`config.mk`:
```
export PLATFORM = sky130hd
export DESIGN_NAME = qsau_top
export DESIGN_NICKNAME = d
export VERILOG_FILES = /design/src/verilog/qsau_pkg.sv /design/src/verilog/qsau_ramp.sv /design/src/verilog/qsau_top.sv
export VERILOG_INCLUDE_DIRS = /design/src /design/src/verilog
export SDC_FILE = /design/constraint.sdc
export NUM_CORES = 1
export LEC_CHECK = 0
export ABC_AREA = 1
export BUFFER_PORTS_ARGS = -buffer_cell sky130_fd_sc_hd__buf_4
export CAP_MARGIN = 20
export CORE_MARGIN = 2
export CORE_UTILIZATION = 30
export DETAILED_ROUTE_END_ITERATION = 16
export PLACE_DENSITY = 0.56
export RECOVER_POWER = 25
export REMOVE_ABC_BUFFERS = 1
export SLEW_MARGIN = 20
export SYNTH_ARGS = -nofsm -noshare
export SYNTH_HDL_FRONTEND = slang
export SYNTH_SLANG_ARGS = --single-unit
```
`constraint.sdc`:
```
create_clock -name CORE_CLK -period 8.37 [get_ports CORE_CLK]
set_input_delay 1.2555 -clock CORE_CLK [delete_from_list [all_inputs] [get_ports CORE_CLK]]
set_output_delay 1.2555 -clock CORE_CLK [all_outputs]
set_load 0.02 [all_outputs]
```
`src/verilog/qsau_params.svh`:
```
// Constants for the quick stop and acceleration unit block
`ifndef QSAU_PARAMS_SVH
`define QSAU_PARAMS_SVH

// Timing
`define QSAU_CLK_PERIOD_NS 4
`define QSAU_SEC_NS 1000000000
`define QSAU_MS_NS 1000000
`define QSAU_CLK_HZ (`QSAU_SEC_NS / `QSAU_CLK_PERIOD_NS)
`define QSAU_CYC_PER_MS (`QSAU_MS_NS / `QSAU_CLK_PERIOD_NS)
`define QSAU_RATED_SPEED 32'h00000bb8

// Register byte offsets
`define QSAU_REG_CONFIG 8'h00
`define QSAU_REG_MODE_DECEL 8'h04
`define QSAU_REG_QS_DECEL 8'h08
`define QSAU_REG_WARN_DECEL 8'h0c
`define QSAU_REG_STATUS 8'h10
`define QSAU_REG_SPEED 8'h14
`define QSAU_DECEL_STRIDE 8'h04

// Configuration fields
`define QSAU_ACCEL_LSB 0
`define QSAU_POSU_LSB 4
`define QSAU_METHOD_LSB 8
`define QSAU_FSD_EN_BIT 12
`define QSAU_MODE_LSB 16
`define QSAU_CONFIG_MASK 32'h000f1fff

// Reset values
`define QSAU_CONFIG_RST 32'h00000000
`define QSAU_DECEL_RST 32'h00000000

// Field codes
`define QSAU_UNIT_CMD 4'h1
`define QSAU_QSM_TC_OFF 4'h1
`define QSAU_QSM_QS_OFF 4'h2
`define QSAU_QSM_TC_ON 4'h5
`define QSAU_QSM_QS_ON 4'h6

// Bus answers
`define QSAU_RESP_OKAY 2'b00
`define QSAU_RESP_SLVERR 2'b10

`endif

```
`src/verilog/qsau_pkg.sv`:
```
// Types for the quick stop and acceleration unit block
package qsau_pkg;

    typedef enum logic [1:0] {
        QSAU_SW_ON_DIS,
        QSAU_OP_EN,
        QSAU_QS_ACT,
        QSAU_FAULT_REACT
    } qsau_pds_t;

    typedef enum logic [3:0] {
        QSAU_NO_MODE,
        QSAU_CYC_SYNC_POS,
        QSAU_CYC_SYNC_VEL,
        QSAU_CYC_SYNC_TRQ,
        QSAU_PROFILE_POSITION,
        QSAU_PROFILE_VELOCITY,
        QSAU_PROFILE_TORQUE,
        QSAU_POINT_TABLE_MODE,
        QSAU_JOG_MODE,
        QSAU_HOMING_MODE,
        QSAU_CONT_TORQUE
    } qsau_mode_t;

    typedef enum logic [1:0] {
        QSAU_SEL_MODE,
        QSAU_SEL_QS,
        QSAU_SEL_WARN
    } qsau_sel_t;

    typedef struct packed {
        logic alarm_fsd;
        logic warn_fsd;
        logic warn_qs;
    } qsau_evt_t;

    typedef struct packed {
        logic [31:0] step;
        logic [47:0] scale;
    } qsau_rate_t;

endpackage : qsau_pkg

```
`src/verilog/qsau_ramp.sv`:
```
// Deceleration ramp generator for the quick stop block
`timescale 1ns/1ns
module qsau_ramp (
    // Clock and reset
    input  wire logic              clk,
    input  wire logic              rst,
    // Control
    input  wire logic              start,
    input  wire logic              abort,
    input  wire logic [31:0]       speed0,
    input  wire qsau_pkg::qsau_rate_t rate,
    // Result
    output logic      [31:0]       speed_ff,
    output logic                   busy_ff,
    output logic                   done_ff
);
    logic [47:0] frac_ff;
    logic [47:0] nxt_frac;

    // At most one speed unit per clock; faster rates saturate there
    assign nxt_frac = frac_ff + {16'h0000, rate.step};

    always_ff @(posedge clk) begin
        if (rst || abort) begin
            speed_ff <= 32'h00000000;
            frac_ff  <= 48'h000000000000;
            busy_ff  <= 1'b0;
        end else if (start) begin
            speed_ff <= speed0;
            frac_ff  <= 48'h000000000000;
            busy_ff  <= 1'b1;
        end else if (busy_ff) begin
            if (speed_ff == 32'h00000000) begin
                busy_ff <= 1'b0;
            end else if (nxt_frac >= rate.scale) begin
                frac_ff  <= nxt_frac - rate.scale;
                speed_ff <= speed_ff - 32'h00000001;
            end else begin
                frac_ff <= nxt_frac;
            end
        end
    end

    always_ff @(posedge clk) begin
        if (rst || abort) begin
            done_ff <= 1'b0;
        end else begin
            done_ff <= busy_ff && !start && (speed_ff == 32'h00000000);
        end
    end

endmodule : qsau_ramp

```
`src/verilog/qsau_top.sv`:
```
// Quick stop sequencing and acceleration unit selection
`timescale 1ns/1ns
`include "qsau_params.svh"
// How it works
// - Quick stop low: ramp, then off or hold
// - Request acted on only in Operation Enabled
// - Forced stop disabled: dynamic brake always
// - Torque modes: dynamic brake, no ramp
// - Alarm mid-ramp: fault reaction, quick stop rate
// - Warning mid-ramp: stay, quick stop rate, off
// - Stop warning mid-ramp: its rate, off
// - Command stop wins: dynamic brake
// - Quick stop in all listed operation modes
// - Method taken from method selection field
// - Unit field: 0 milliseconds, 1 units/s2
// - Position unit: mm, inch, degree, pulse
// - Unit rate independent of rated speed
// - Same register, unit picks internal store
// - Method codes 0,1,2,5,6 map to actions
module qsau_top #(
    parameter int          AW          = 8,
    parameter int          CLK_HZ      = `QSAU_CLK_HZ,
    parameter int          CYC_PER_MS  = `QSAU_CYC_PER_MS,
    parameter logic [31:0] RATED_SPEED = `QSAU_RATED_SPEED
) (
    // Clock and reset
    input  wire logic                CORE_CLK,
    input  wire logic                SYS_RST,
    // AXI4-Lite slave
    input  wire logic [AW-1:0]       S_AXI_AWADDR,
    input  wire logic                S_AXI_AWVALID,
    output logic                     S_AXI_AWREADY,
    input  wire logic [31:0]         S_AXI_WDATA,
    input  wire logic [3:0]          S_AXI_WSTRB,
    input  wire logic                S_AXI_WVALID,
    output logic                     S_AXI_WREADY,
    output logic [1:0]               S_AXI_BRESP,
    output logic                     S_AXI_BVALID,
    input  wire logic                S_AXI_BREADY,
    input  wire logic [AW-1:0]       S_AXI_ARADDR,
    input  wire logic                S_AXI_ARVALID,
    output logic                     S_AXI_ARREADY,
    output logic [31:0]              S_AXI_RDATA,
    output logic [1:0]               S_AXI_RRESP,
    output logic                     S_AXI_RVALID,
    input  wire logic                S_AXI_RREADY,
    // Drive events and commands
    input  wire logic                CW_QUICK_STOP_N,
    input  wire logic                CMD_STOP,
    input  wire logic                ENABLE_OP,
    input  wire qsau_pkg::qsau_evt_t DRIVE_EVT,
    input  wire logic [31:0]         ACT_SPEED,
    // Drive state
    output logic                     SERVO_ON,
    output logic                     DYN_BRAKE,
    output qsau_pkg::qsau_pds_t      PDS_STATE,
    output logic [31:0]              SPEED_CMD,
    output logic [3:0]               ACCEL_UNIT,
    output logic [3:0]               CMD_UNIT
);
    logic [31:0]          cfg_ff;
    logic [31:0]          decel_ff [3][2];
    logic                 bvalid_ff;
    logic [1:0]           bresp_ff;
    logic                 rvalid_ff;
    logic [1:0]           rresp_ff;
    logic [31:0]          rdata_ff;
    logic                 wr_take;
    logic                 rd_take;
    logic                 unit_cmd;
    logic [3:0]           method;
    logic                 fsd_en;
    qsau_pkg::qsau_mode_t mode;
    logic                 mode_ok;
    qsau_pkg::qsau_pds_t  pds_ff;
    qsau_pkg::qsau_pds_t  nxt_pds;
    qsau_pkg::qsau_sel_t  sel_ff;
    qsau_pkg::qsau_sel_t  nxt_sel;
    logic                 keep_ff;
    logic                 nxt_keep;
    logic                 brake_ff;
    logic                 nxt_brake;
    logic                 servo_on_ff;
    logic                 ramp_go;
    logic                 ramp_stop;
    logic                 ramp_busy;
    logic                 ramp_done;
    logic [31:0]          ramp_speed;
    qsau_pkg::qsau_rate_t rate;

    function automatic logic is_torque(qsau_pkg::qsau_mode_t m);
        return m inside {qsau_pkg::QSAU_CYC_SYNC_TRQ, qsau_pkg::QSAU_PROFILE_TORQUE,
                         qsau_pkg::QSAU_CONT_TORQUE};
    endfunction : is_torque

    function automatic logic qs_ramps(logic [3:0] m);
        return m inside {`QSAU_QSM_TC_OFF, `QSAU_QSM_QS_OFF, `QSAU_QSM_TC_ON, `QSAU_QSM_QS_ON};
    endfunction : qs_ramps

    function automatic logic [31:0] merge(logic [31:0] old, logic [31:0] data, logic [3:0] strb);
        logic [31:0] res;
        res = old;
        for (int i = 0; i < 4; i++) begin
            if (strb[i]) begin
                res[i*8 +: 8] = data[i*8 +: 8];
            end
        end
        return res;
    endfunction : merge

    function automatic logic is_decel(logic [AW-1:0] a, int k);
        return a == AW'(`QSAU_REG_MODE_DECEL + k * `QSAU_DECEL_STRIDE);
    endfunction : is_decel

    // Configuration fields
    assign unit_cmd = cfg_ff[`QSAU_ACCEL_LSB +: 4] == `QSAU_UNIT_CMD;
    assign method   = cfg_ff[`QSAU_METHOD_LSB +: 4];
    assign fsd_en   = cfg_ff[`QSAU_FSD_EN_BIT];
    assign mode     = qsau_pkg::qsau_mode_t'(cfg_ff[`QSAU_MODE_LSB +: 4]);
    assign mode_ok  = mode != qsau_pkg::QSAU_NO_MODE;
    assign ACCEL_UNIT = cfg_ff[`QSAU_ACCEL_LSB +: 4];
    assign CMD_UNIT   = cfg_ff[`QSAU_POSU_LSB +: 4];

    // Bus handshakes; address and data are taken together
    assign wr_take       = S_AXI_AWVALID && S_AXI_WVALID && !bvalid_ff;
    assign rd_take       = S_AXI_ARVALID && !rvalid_ff;
    assign S_AXI_AWREADY = wr_take;
    assign S_AXI_WREADY  = wr_take;
    assign S_AXI_ARREADY = rd_take;
    assign S_AXI_BVALID  = bvalid_ff;
    assign S_AXI_BRESP   = bresp_ff;
    assign S_AXI_RVALID  = rvalid_ff;
    assign S_AXI_RRESP   = rresp_ff;
    assign S_AXI_RDATA   = rdata_ff;

    always_ff @(posedge CORE_CLK) begin
        if (SYS_RST) begin
            bvalid_ff <= 1'b0;
            bresp_ff  <= `QSAU_RESP_OKAY;
        end else if (wr_take) begin
            bvalid_ff <= 1'b1;
            bresp_ff  <= (S_AXI_AWADDR <= AW'(`QSAU_REG_SPEED) && S_AXI_AWADDR[1:0] == 2'b00)
                         ? `QSAU_RESP_OKAY : `QSAU_RESP_SLVERR;
        end else if (S_AXI_BREADY) begin
            bvalid_ff <= 1'b0;
        end
    end

    always_ff @(posedge CORE_CLK) begin
        if (SYS_RST) begin
            cfg_ff <= `QSAU_CONFIG_RST;
        end else if (wr_take && S_AXI_AWADDR == AW'(`QSAU_REG_CONFIG)) begin
            cfg_ff <= merge(cfg_ff, S_AXI_WDATA, S_AXI_WSTRB) & `QSAU_CONFIG_MASK;
        end
    end

    // One bus register per rate; the unit field picks which store it lands in
    always_ff @(posedge CORE_CLK) begin
        if (SYS_RST) begin
            for (int k = 0; k < 3; k++) begin
                decel_ff[k][0] <= `QSAU_DECEL_RST;
                decel_ff[k][1] <= `QSAU_DECEL_RST;
            end
        end else begin
            for (int k = 0; k < 3; k++) begin
                if (wr_take && is_decel(S_AXI_AWADDR, k)) begin
                    decel_ff[k][unit_cmd] <= merge(decel_ff[k][unit_cmd], S_AXI_WDATA, S_AXI_WSTRB);
                end
            end
        end
    end

    always_ff @(posedge CORE_CLK) begin
        if (SYS_RST) begin
            rvalid_ff <= 1'b0;
            rresp_ff  <= `QSAU_RESP_OKAY;
            rdata_ff  <= 32'h00000000;
        end else if (rd_take) begin
            rvalid_ff <= 1'b1;
            rresp_ff  <= `QSAU_RESP_OKAY;
            rdata_ff  <= 32'h00000000;
            if (S_AXI_ARADDR == AW'(`QSAU_REG_CONFIG)) begin
                rdata_ff <= cfg_ff;
            end else if (S_AXI_ARADDR == AW'(`QSAU_REG_STATUS)) begin
                rdata_ff <= {27'h0000000, ramp_busy, brake_ff, servo_on_ff, pds_ff};
            end else if (S_AXI_ARADDR == AW'(`QSAU_REG_SPEED)) begin
                rdata_ff <= ramp_speed;
            end else if (is_decel(S_AXI_ARADDR, 0)) begin
                rdata_ff <= decel_ff[0][unit_cmd];
            end else if (is_decel(S_AXI_ARADDR, 1)) begin
                rdata_ff <= decel_ff[1][unit_cmd];
            end else if (is_decel(S_AXI_ARADDR, 2)) begin
                rdata_ff <= decel_ff[2][unit_cmd];
            end else begin
                rresp_ff <= `QSAU_RESP_SLVERR;
            end
        end else if (S_AXI_RREADY) begin
            rvalid_ff <= 1'b0;
        end
    end

    // Unit rate ignores rated speed; time constant scales rated speed over tc ms
    always_comb begin
        if (unit_cmd) begin
            rate.step  = decel_ff[sel_ff][1];
            rate.scale = 48'(CLK_HZ);
        end else begin
            rate.step  = RATED_SPEED;
            rate.scale = 48'(decel_ff[sel_ff][0][15:0]) * 48'(CYC_PER_MS);
        end
    end

    // Power drive state sequencing
    always_comb begin
        nxt_pds   = pds_ff;
        nxt_sel   = sel_ff;
        nxt_keep  = keep_ff;
        nxt_brake = brake_ff;
        ramp_go   = 1'b0;
        ramp_stop = 1'b0;
        unique case (pds_ff)
            qsau_pkg::QSAU_SW_ON_DIS: begin
                if (ENABLE_OP && CW_QUICK_STOP_N) begin
                    nxt_pds   = qsau_pkg::QSAU_OP_EN;
                    nxt_brake = 1'b0;
                end
            end
            qsau_pkg::QSAU_OP_EN: begin
                if (!CW_QUICK_STOP_N && mode_ok) begin
                    if (CMD_STOP || !fsd_en || is_torque(mode) || !qs_ramps(method)) begin
                        nxt_pds   = qsau_pkg::QSAU_SW_ON_DIS;
                        nxt_brake = 1'b1;
                        ramp_stop = 1'b1;
                    end else begin
                        nxt_pds  = qsau_pkg::QSAU_QS_ACT;
                        nxt_keep = method inside {`QSAU_QSM_TC_ON, `QSAU_QSM_QS_ON};
                        nxt_sel  = (method inside {`QSAU_QSM_TC_OFF, `QSAU_QSM_TC_ON})
                                   ? qsau_pkg::QSAU_SEL_MODE : qsau_pkg::QSAU_SEL_QS;
                        ramp_go  = 1'b1;
                    end
                end
            end
            qsau_pkg::QSAU_QS_ACT: begin
                if (ramp_busy) begin
                    if (DRIVE_EVT.alarm_fsd) begin
                        nxt_pds  = qsau_pkg::QSAU_FAULT_REACT;
                        nxt_keep = 1'b0;
                        nxt_sel  = qsau_pkg::QSAU_SEL_QS;
                    end else if (DRIVE_EVT.warn_fsd) begin
                        nxt_keep = 1'b0;
                        nxt_sel  = qsau_pkg::QSAU_SEL_QS;
                    end else if (DRIVE_EVT.warn_qs) begin
                        nxt_keep = 1'b0;
                        nxt_sel  = qsau_pkg::QSAU_SEL_WARN;
                    end
                end else if (ramp_done && !keep_ff) begin
                    nxt_pds = qsau_pkg::QSAU_SW_ON_DIS;
                end else if (!ramp_done && keep_ff && CW_QUICK_STOP_N) begin
                    nxt_pds = qsau_pkg::QSAU_OP_EN;
                end
            end
            qsau_pkg::QSAU_FAULT_REACT: begin
                if (ramp_done) begin
                    nxt_pds = qsau_pkg::QSAU_SW_ON_DIS;
                end
            end
        endcase
    end

    always_ff @(posedge CORE_CLK) begin
        if (SYS_RST) begin
            pds_ff <= qsau_pkg::QSAU_SW_ON_DIS;
        end else begin
            pds_ff <= nxt_pds;
        end
    end

    always_ff @(posedge CORE_CLK) begin
        if (SYS_RST) begin
            sel_ff  <= qsau_pkg::QSAU_SEL_QS;
            keep_ff <= 1'b0;
        end else begin
            sel_ff  <= nxt_sel;
            keep_ff <= nxt_keep;
        end
    end

    always_ff @(posedge CORE_CLK) begin
        if (SYS_RST) begin
            brake_ff    <= 1'b0;
            servo_on_ff <= 1'b0;
        end else begin
            brake_ff    <= nxt_brake;
            servo_on_ff <= nxt_pds != qsau_pkg::QSAU_SW_ON_DIS;
        end
    end

    assign SERVO_ON  = servo_on_ff;
    assign DYN_BRAKE = brake_ff;
    assign PDS_STATE = pds_ff;
    assign SPEED_CMD = ramp_speed;

    qsau_ramp u_ramp (
        .clk      (CORE_CLK),
        .rst      (SYS_RST),
        .start    (ramp_go),
        .abort    (ramp_stop),
        .speed0   (ACT_SPEED),
        .rate     (rate),
        .speed_ff (ramp_speed),
        .busy_ff  (ramp_busy),
        .done_ff  (ramp_done)
    );
endmodule : qsau_top
```
==> impl_metrics.tcl <==
set metrics [dict create \
    setup_tns_ps 0 \
    max_stage_delay_ps 570 \
    drt-pass1-iter-count 6 \
    initialDrtViolationCount 2200 \
    min_period_over_period_pct 93.8 \
    cts_htree_levels 2 \
    timing.hold.worst.class "flip-flop to flip-flop" \
    root_buffer "sky130_fd_sc_hd__clkbuf_16" \
    core_area_sq_um 89900 \
    grt_overflow 0 \
    worstReg2RegEnd "u_ramp.speed_ff[5]$_SDFFE_PP0P_" \
    post_drt_via_cell_ratio 4.98 \
    failed_checks "capacitance limit, slew limit" \
    design.final.nets 4353 \
    clock_sinks 336 \
    die_height_um 305 \
    cts_buffers 40 \
    tritoncts_clock_tree "done" \
    critPathBufInv 7 \
    wire_length_of_the_first_global_routing_pass_mm 146 \
    globalplace.congestion 0.944 \
    detailroute.via_count 26100 \
    hold_path_end "S_AXI_RDATA[24]$_SDFFE_PP0P_" \
    cts.reportedPaths.clkPinSlew_ps 60 \
    timing.critical_path.fanout_max 6 \
    ctsLongestPathBuffers 3 \
    synth.yosys.seq_area_share_pct 31.8 \
    layout-drive-gt1-share_pct 8.32 \
    synth-seq-cells 336 \
    grt_pass1_vias 25100 \
    globalRouteTotalUtil_pct 20.0 \
    edff_count_synth 192 \
    clock_latency_ps 580 \
    final.min_clock_period_ps 7850 \
    vdd_ir_drop_max_v 0.000154 \
    wl_per_cell_um 18.2 \
    detail_route.drc_violations 0 \
    leakagePower_nw 15.8 \
    synth.distinct_cells 57 \
    drt.antenna.violating_nets 0 \
    timing.setup.critical_path_class "flip-flop to flip-flop" \
    max_freq_mhz 127 \
    setup.worst_path.end_class "flip-flop" \
    row_count 110 \
    detailed_place_hpwl_mm 71.3 \
    synthesis.area_per_instance_sq_um 7.02 \
    grt_start_max_net_pins 144 \
    skew_ps 29.1 \
    postSynth.topFlopCell "sky130_fd_sc_hd__edfxtp_1" \
    die_area_sq_um 93000 \
    critical_path_arrival_ps 8320 \
    fillerInstances 9655 \
    syn_area_sq_um 27200 \
    worst_path_max_delay_cell "sky130_fd_sc_hd__fa_1" \
    initial_utilization_pct 30.2 \
    outcome "finished, violations left" \
    max_slew_headroom_at_the_worst_pin_pct -67.4 \
    power.density_cell_area_nw_per_um2 170 \
    worstPathRequired_ps 8840 \
    critical_path_s_top_delay_family "adder cells" \
    worstSetupStartpointType "flip-flop" \
    synthArstFlopShare_pct 0 \
    multi_input_comb_area_sq_um 15600 \
    cap_violations 7 \
    worst-slew-pin-transition_ps 2510 \
    final_hold_viol_count 0 \
    timing.reg2reg.setup_slack_ps 520 \
    worstHoldStart "S_AXI_RDATA[24]$_SDFFE_PP0P_" \
    antenna_found_initial 6 \
    layout.cells.most_common "sky130_fd_sc_hd__nand2_1" \
    final-seq-area_sq_um 8650 \
    drt-total-wl_mm 95.5 \
    slew_violations 240 \
    most-common-layout-cells "sky130_fd_sc_hd__nand2_1 (993), sky130_fd_sc_hd__inv_1 (658), sky130_fd_sc_hd__nor2_1 (330)" \
    netlist_instances 3872 \
    whs_ps 466 \
    area_growth_syn_to_fin_pct 15.2 \
    worst-r2r-cell-count 40 \
    port_buffers 179 \
    yosys_warnings 0 \
    final-setup-viol-count 0 \
    worst_hold_depth 2 \
    die_width_um 305 \
    io-pin-count 182 \
]
==> final cells by class <==
cell class | instances | area share [%]
multi-input cells | 2713 | 49.8
clock buffers | 60 | 3.74
repair buffers | 262 | 5.49
clock inverters | 14 | 0.499
diodes | 1 | 0.00799
well taps | 1176 | 4.70
flip-flops and latches | 336 | 27.6
inverters | 678 | 8.18
==> synth_stat cells, types with 15 or more instances <==
master	number	area (sq um)
sky130_fd_sc_hd__ha_1	168	2100
sky130_fd_sc_hd__nand3_1	132	661
sky130_fd_sc_hd__fa_1	57	1140
sky130_fd_sc_hd__o221ai_1	24	210
sky130_fd_sc_hd__o211ai_1	15	113
sky130_fd_sc_hd__nor3_1	31	155
sky130_fd_sc_hd__a21oi_1	210	1050
sky130_fd_sc_hd__a31oi_1	43	269
sky130_fd_sc_hd__o21ai_0	332	1660
sky130_fd_sc_hd__edfxtp_1	192	5770
sky130_fd_sc_hd__inv_1	667	2500
sky130_fd_sc_hd__o22ai_1	39	244
sky130_fd_sc_hd__mux2i_1	75	751
sky130_fd_sc_hd__nand4_1	40	250
sky130_fd_sc_hd__xnor2_1	25	219
sky130_fd_sc_hd__a211oi_1	20	150
sky130_fd_sc_hd__nor2_1	338	1270
sky130_fd_sc_hd__nand2_1	993	3730
sky130_fd_sc_hd__clkbuf_1	106	398
sky130_fd_sc_hd__dfxtp_1	144	2880
sky130_fd_sc_hd__xor2_1	60	526
==> flip-flops by register name (all words and copies together), names as in the netlist, named ones only <==
register / count
u_ramp.busy_ff: 1
u_ramp.speed_ff: 32
u_ramp.frac_ff: 48
S_AXI_RVALID: 1
PDS_STATE: 2
u_ramp.done_ff: 1
S_AXI_BRESP: 1
S_AXI_RRESP: 1
keep_ff: 1
S_AXI_RDATA: 32
S_AXI_BVALID: 1
SERVO_ON: 1
DYN_BRAKE: 1
cfg_ff: 17
sel_ff: 2
decel_ff: 192
==> where the power goes <==
part	switching [W]	internal (W)
Sequential	0.0000190	0.00178
Combinational	0.00109	0.000629
Clock	0.000756	0.00104
Total	0.00187	0.00345
==> through the flow <==
step | cell area, sq um | setup slack (ps) | power, W | cells | utilization (%)
2_1_floorplan | 26500 | -3300 | 0.00289 | 3727 | -
4_1_cts | 31300 | 10.8 | 0.00523 | 5229 | 34.8
6_report | 31300 | 517 | 0.00531 | 5240 | 34.8
3_5_place_dp | 30000 | 33.8 | 0.00343 | 5155 | 33.4
3_3_place_gp | 30000 | 259 | 0.00344 | 5155 | 33.4
5_1_grt | 31300 | -71.4 | 0.00561 | 5239 | 34.8
==> worst register-to-register path, delay by kind of cell (launching register included) <==
kind            cells  cell delay (ps)
buf+inv             7              680
compound gates     10             1450
simple gates       15             1730
flops               1              390
fa+ha+maj           8             3500
==> kinds of logic after synthesis <==
logic type	after synthesis	synth area share (%)
AO/OA/AOI/OAI	729	14.9
XOR/XNOR	85	2.74
adder cells (fa/ha/maj)	225	11.9
buffers and inverters	824	11.8
flip-flops	336	31.8
multiplexers	75	2.76
other	1	0.0138
AND/OR/NAND/NOR	1597	24.1
==> how the worst max path moves through the flow <==
stage,start,end,slack (ps),cells past startpoint
after floorplan,cfg_ff[0]$_SDFFE_PP0P_,u_ramp.speed_ff[11]$_SDFFE_PP0P_,-3300,30
after global placement,flip-flop,u_ramp.speed_ff[10]$_SDFFE_PP0P_,260,40
after detailed placement,flip-flop,u_ramp.speed_ff[10]$_SDFFE_PP0P_,30,38
after CTS,flip-flop,u_ramp.frac_ff[22]$_SDFFE_PP0P_,10,41
after global routing,flip-flop,u_ramp.speed_ff[15]$_SDFFE_PP0P_,-70,42
final,flip-flop,u_ramp.speed_ff[5]$_SDFFE_PP0P_,520,40
==> routing by layer <==
metal  vias up  share of wire, %  track usage, %
met4         8               3.2            6.61
met5         -             0.049               0
met2       929                45            32.6
li1      12900                 -               -
met1     12100                45            27.5
met3       157               6.8            2.36
==> timing repair <==
action	4_1_cts	5_1_grt
resized for setup	0	66
hold buffers	0	0
endpoints found under the hold margin	0	0
setup buffers	0	7
endpoints found under the setup margin	0	76
No activity file was read; power rests on OpenSTA's default activity.
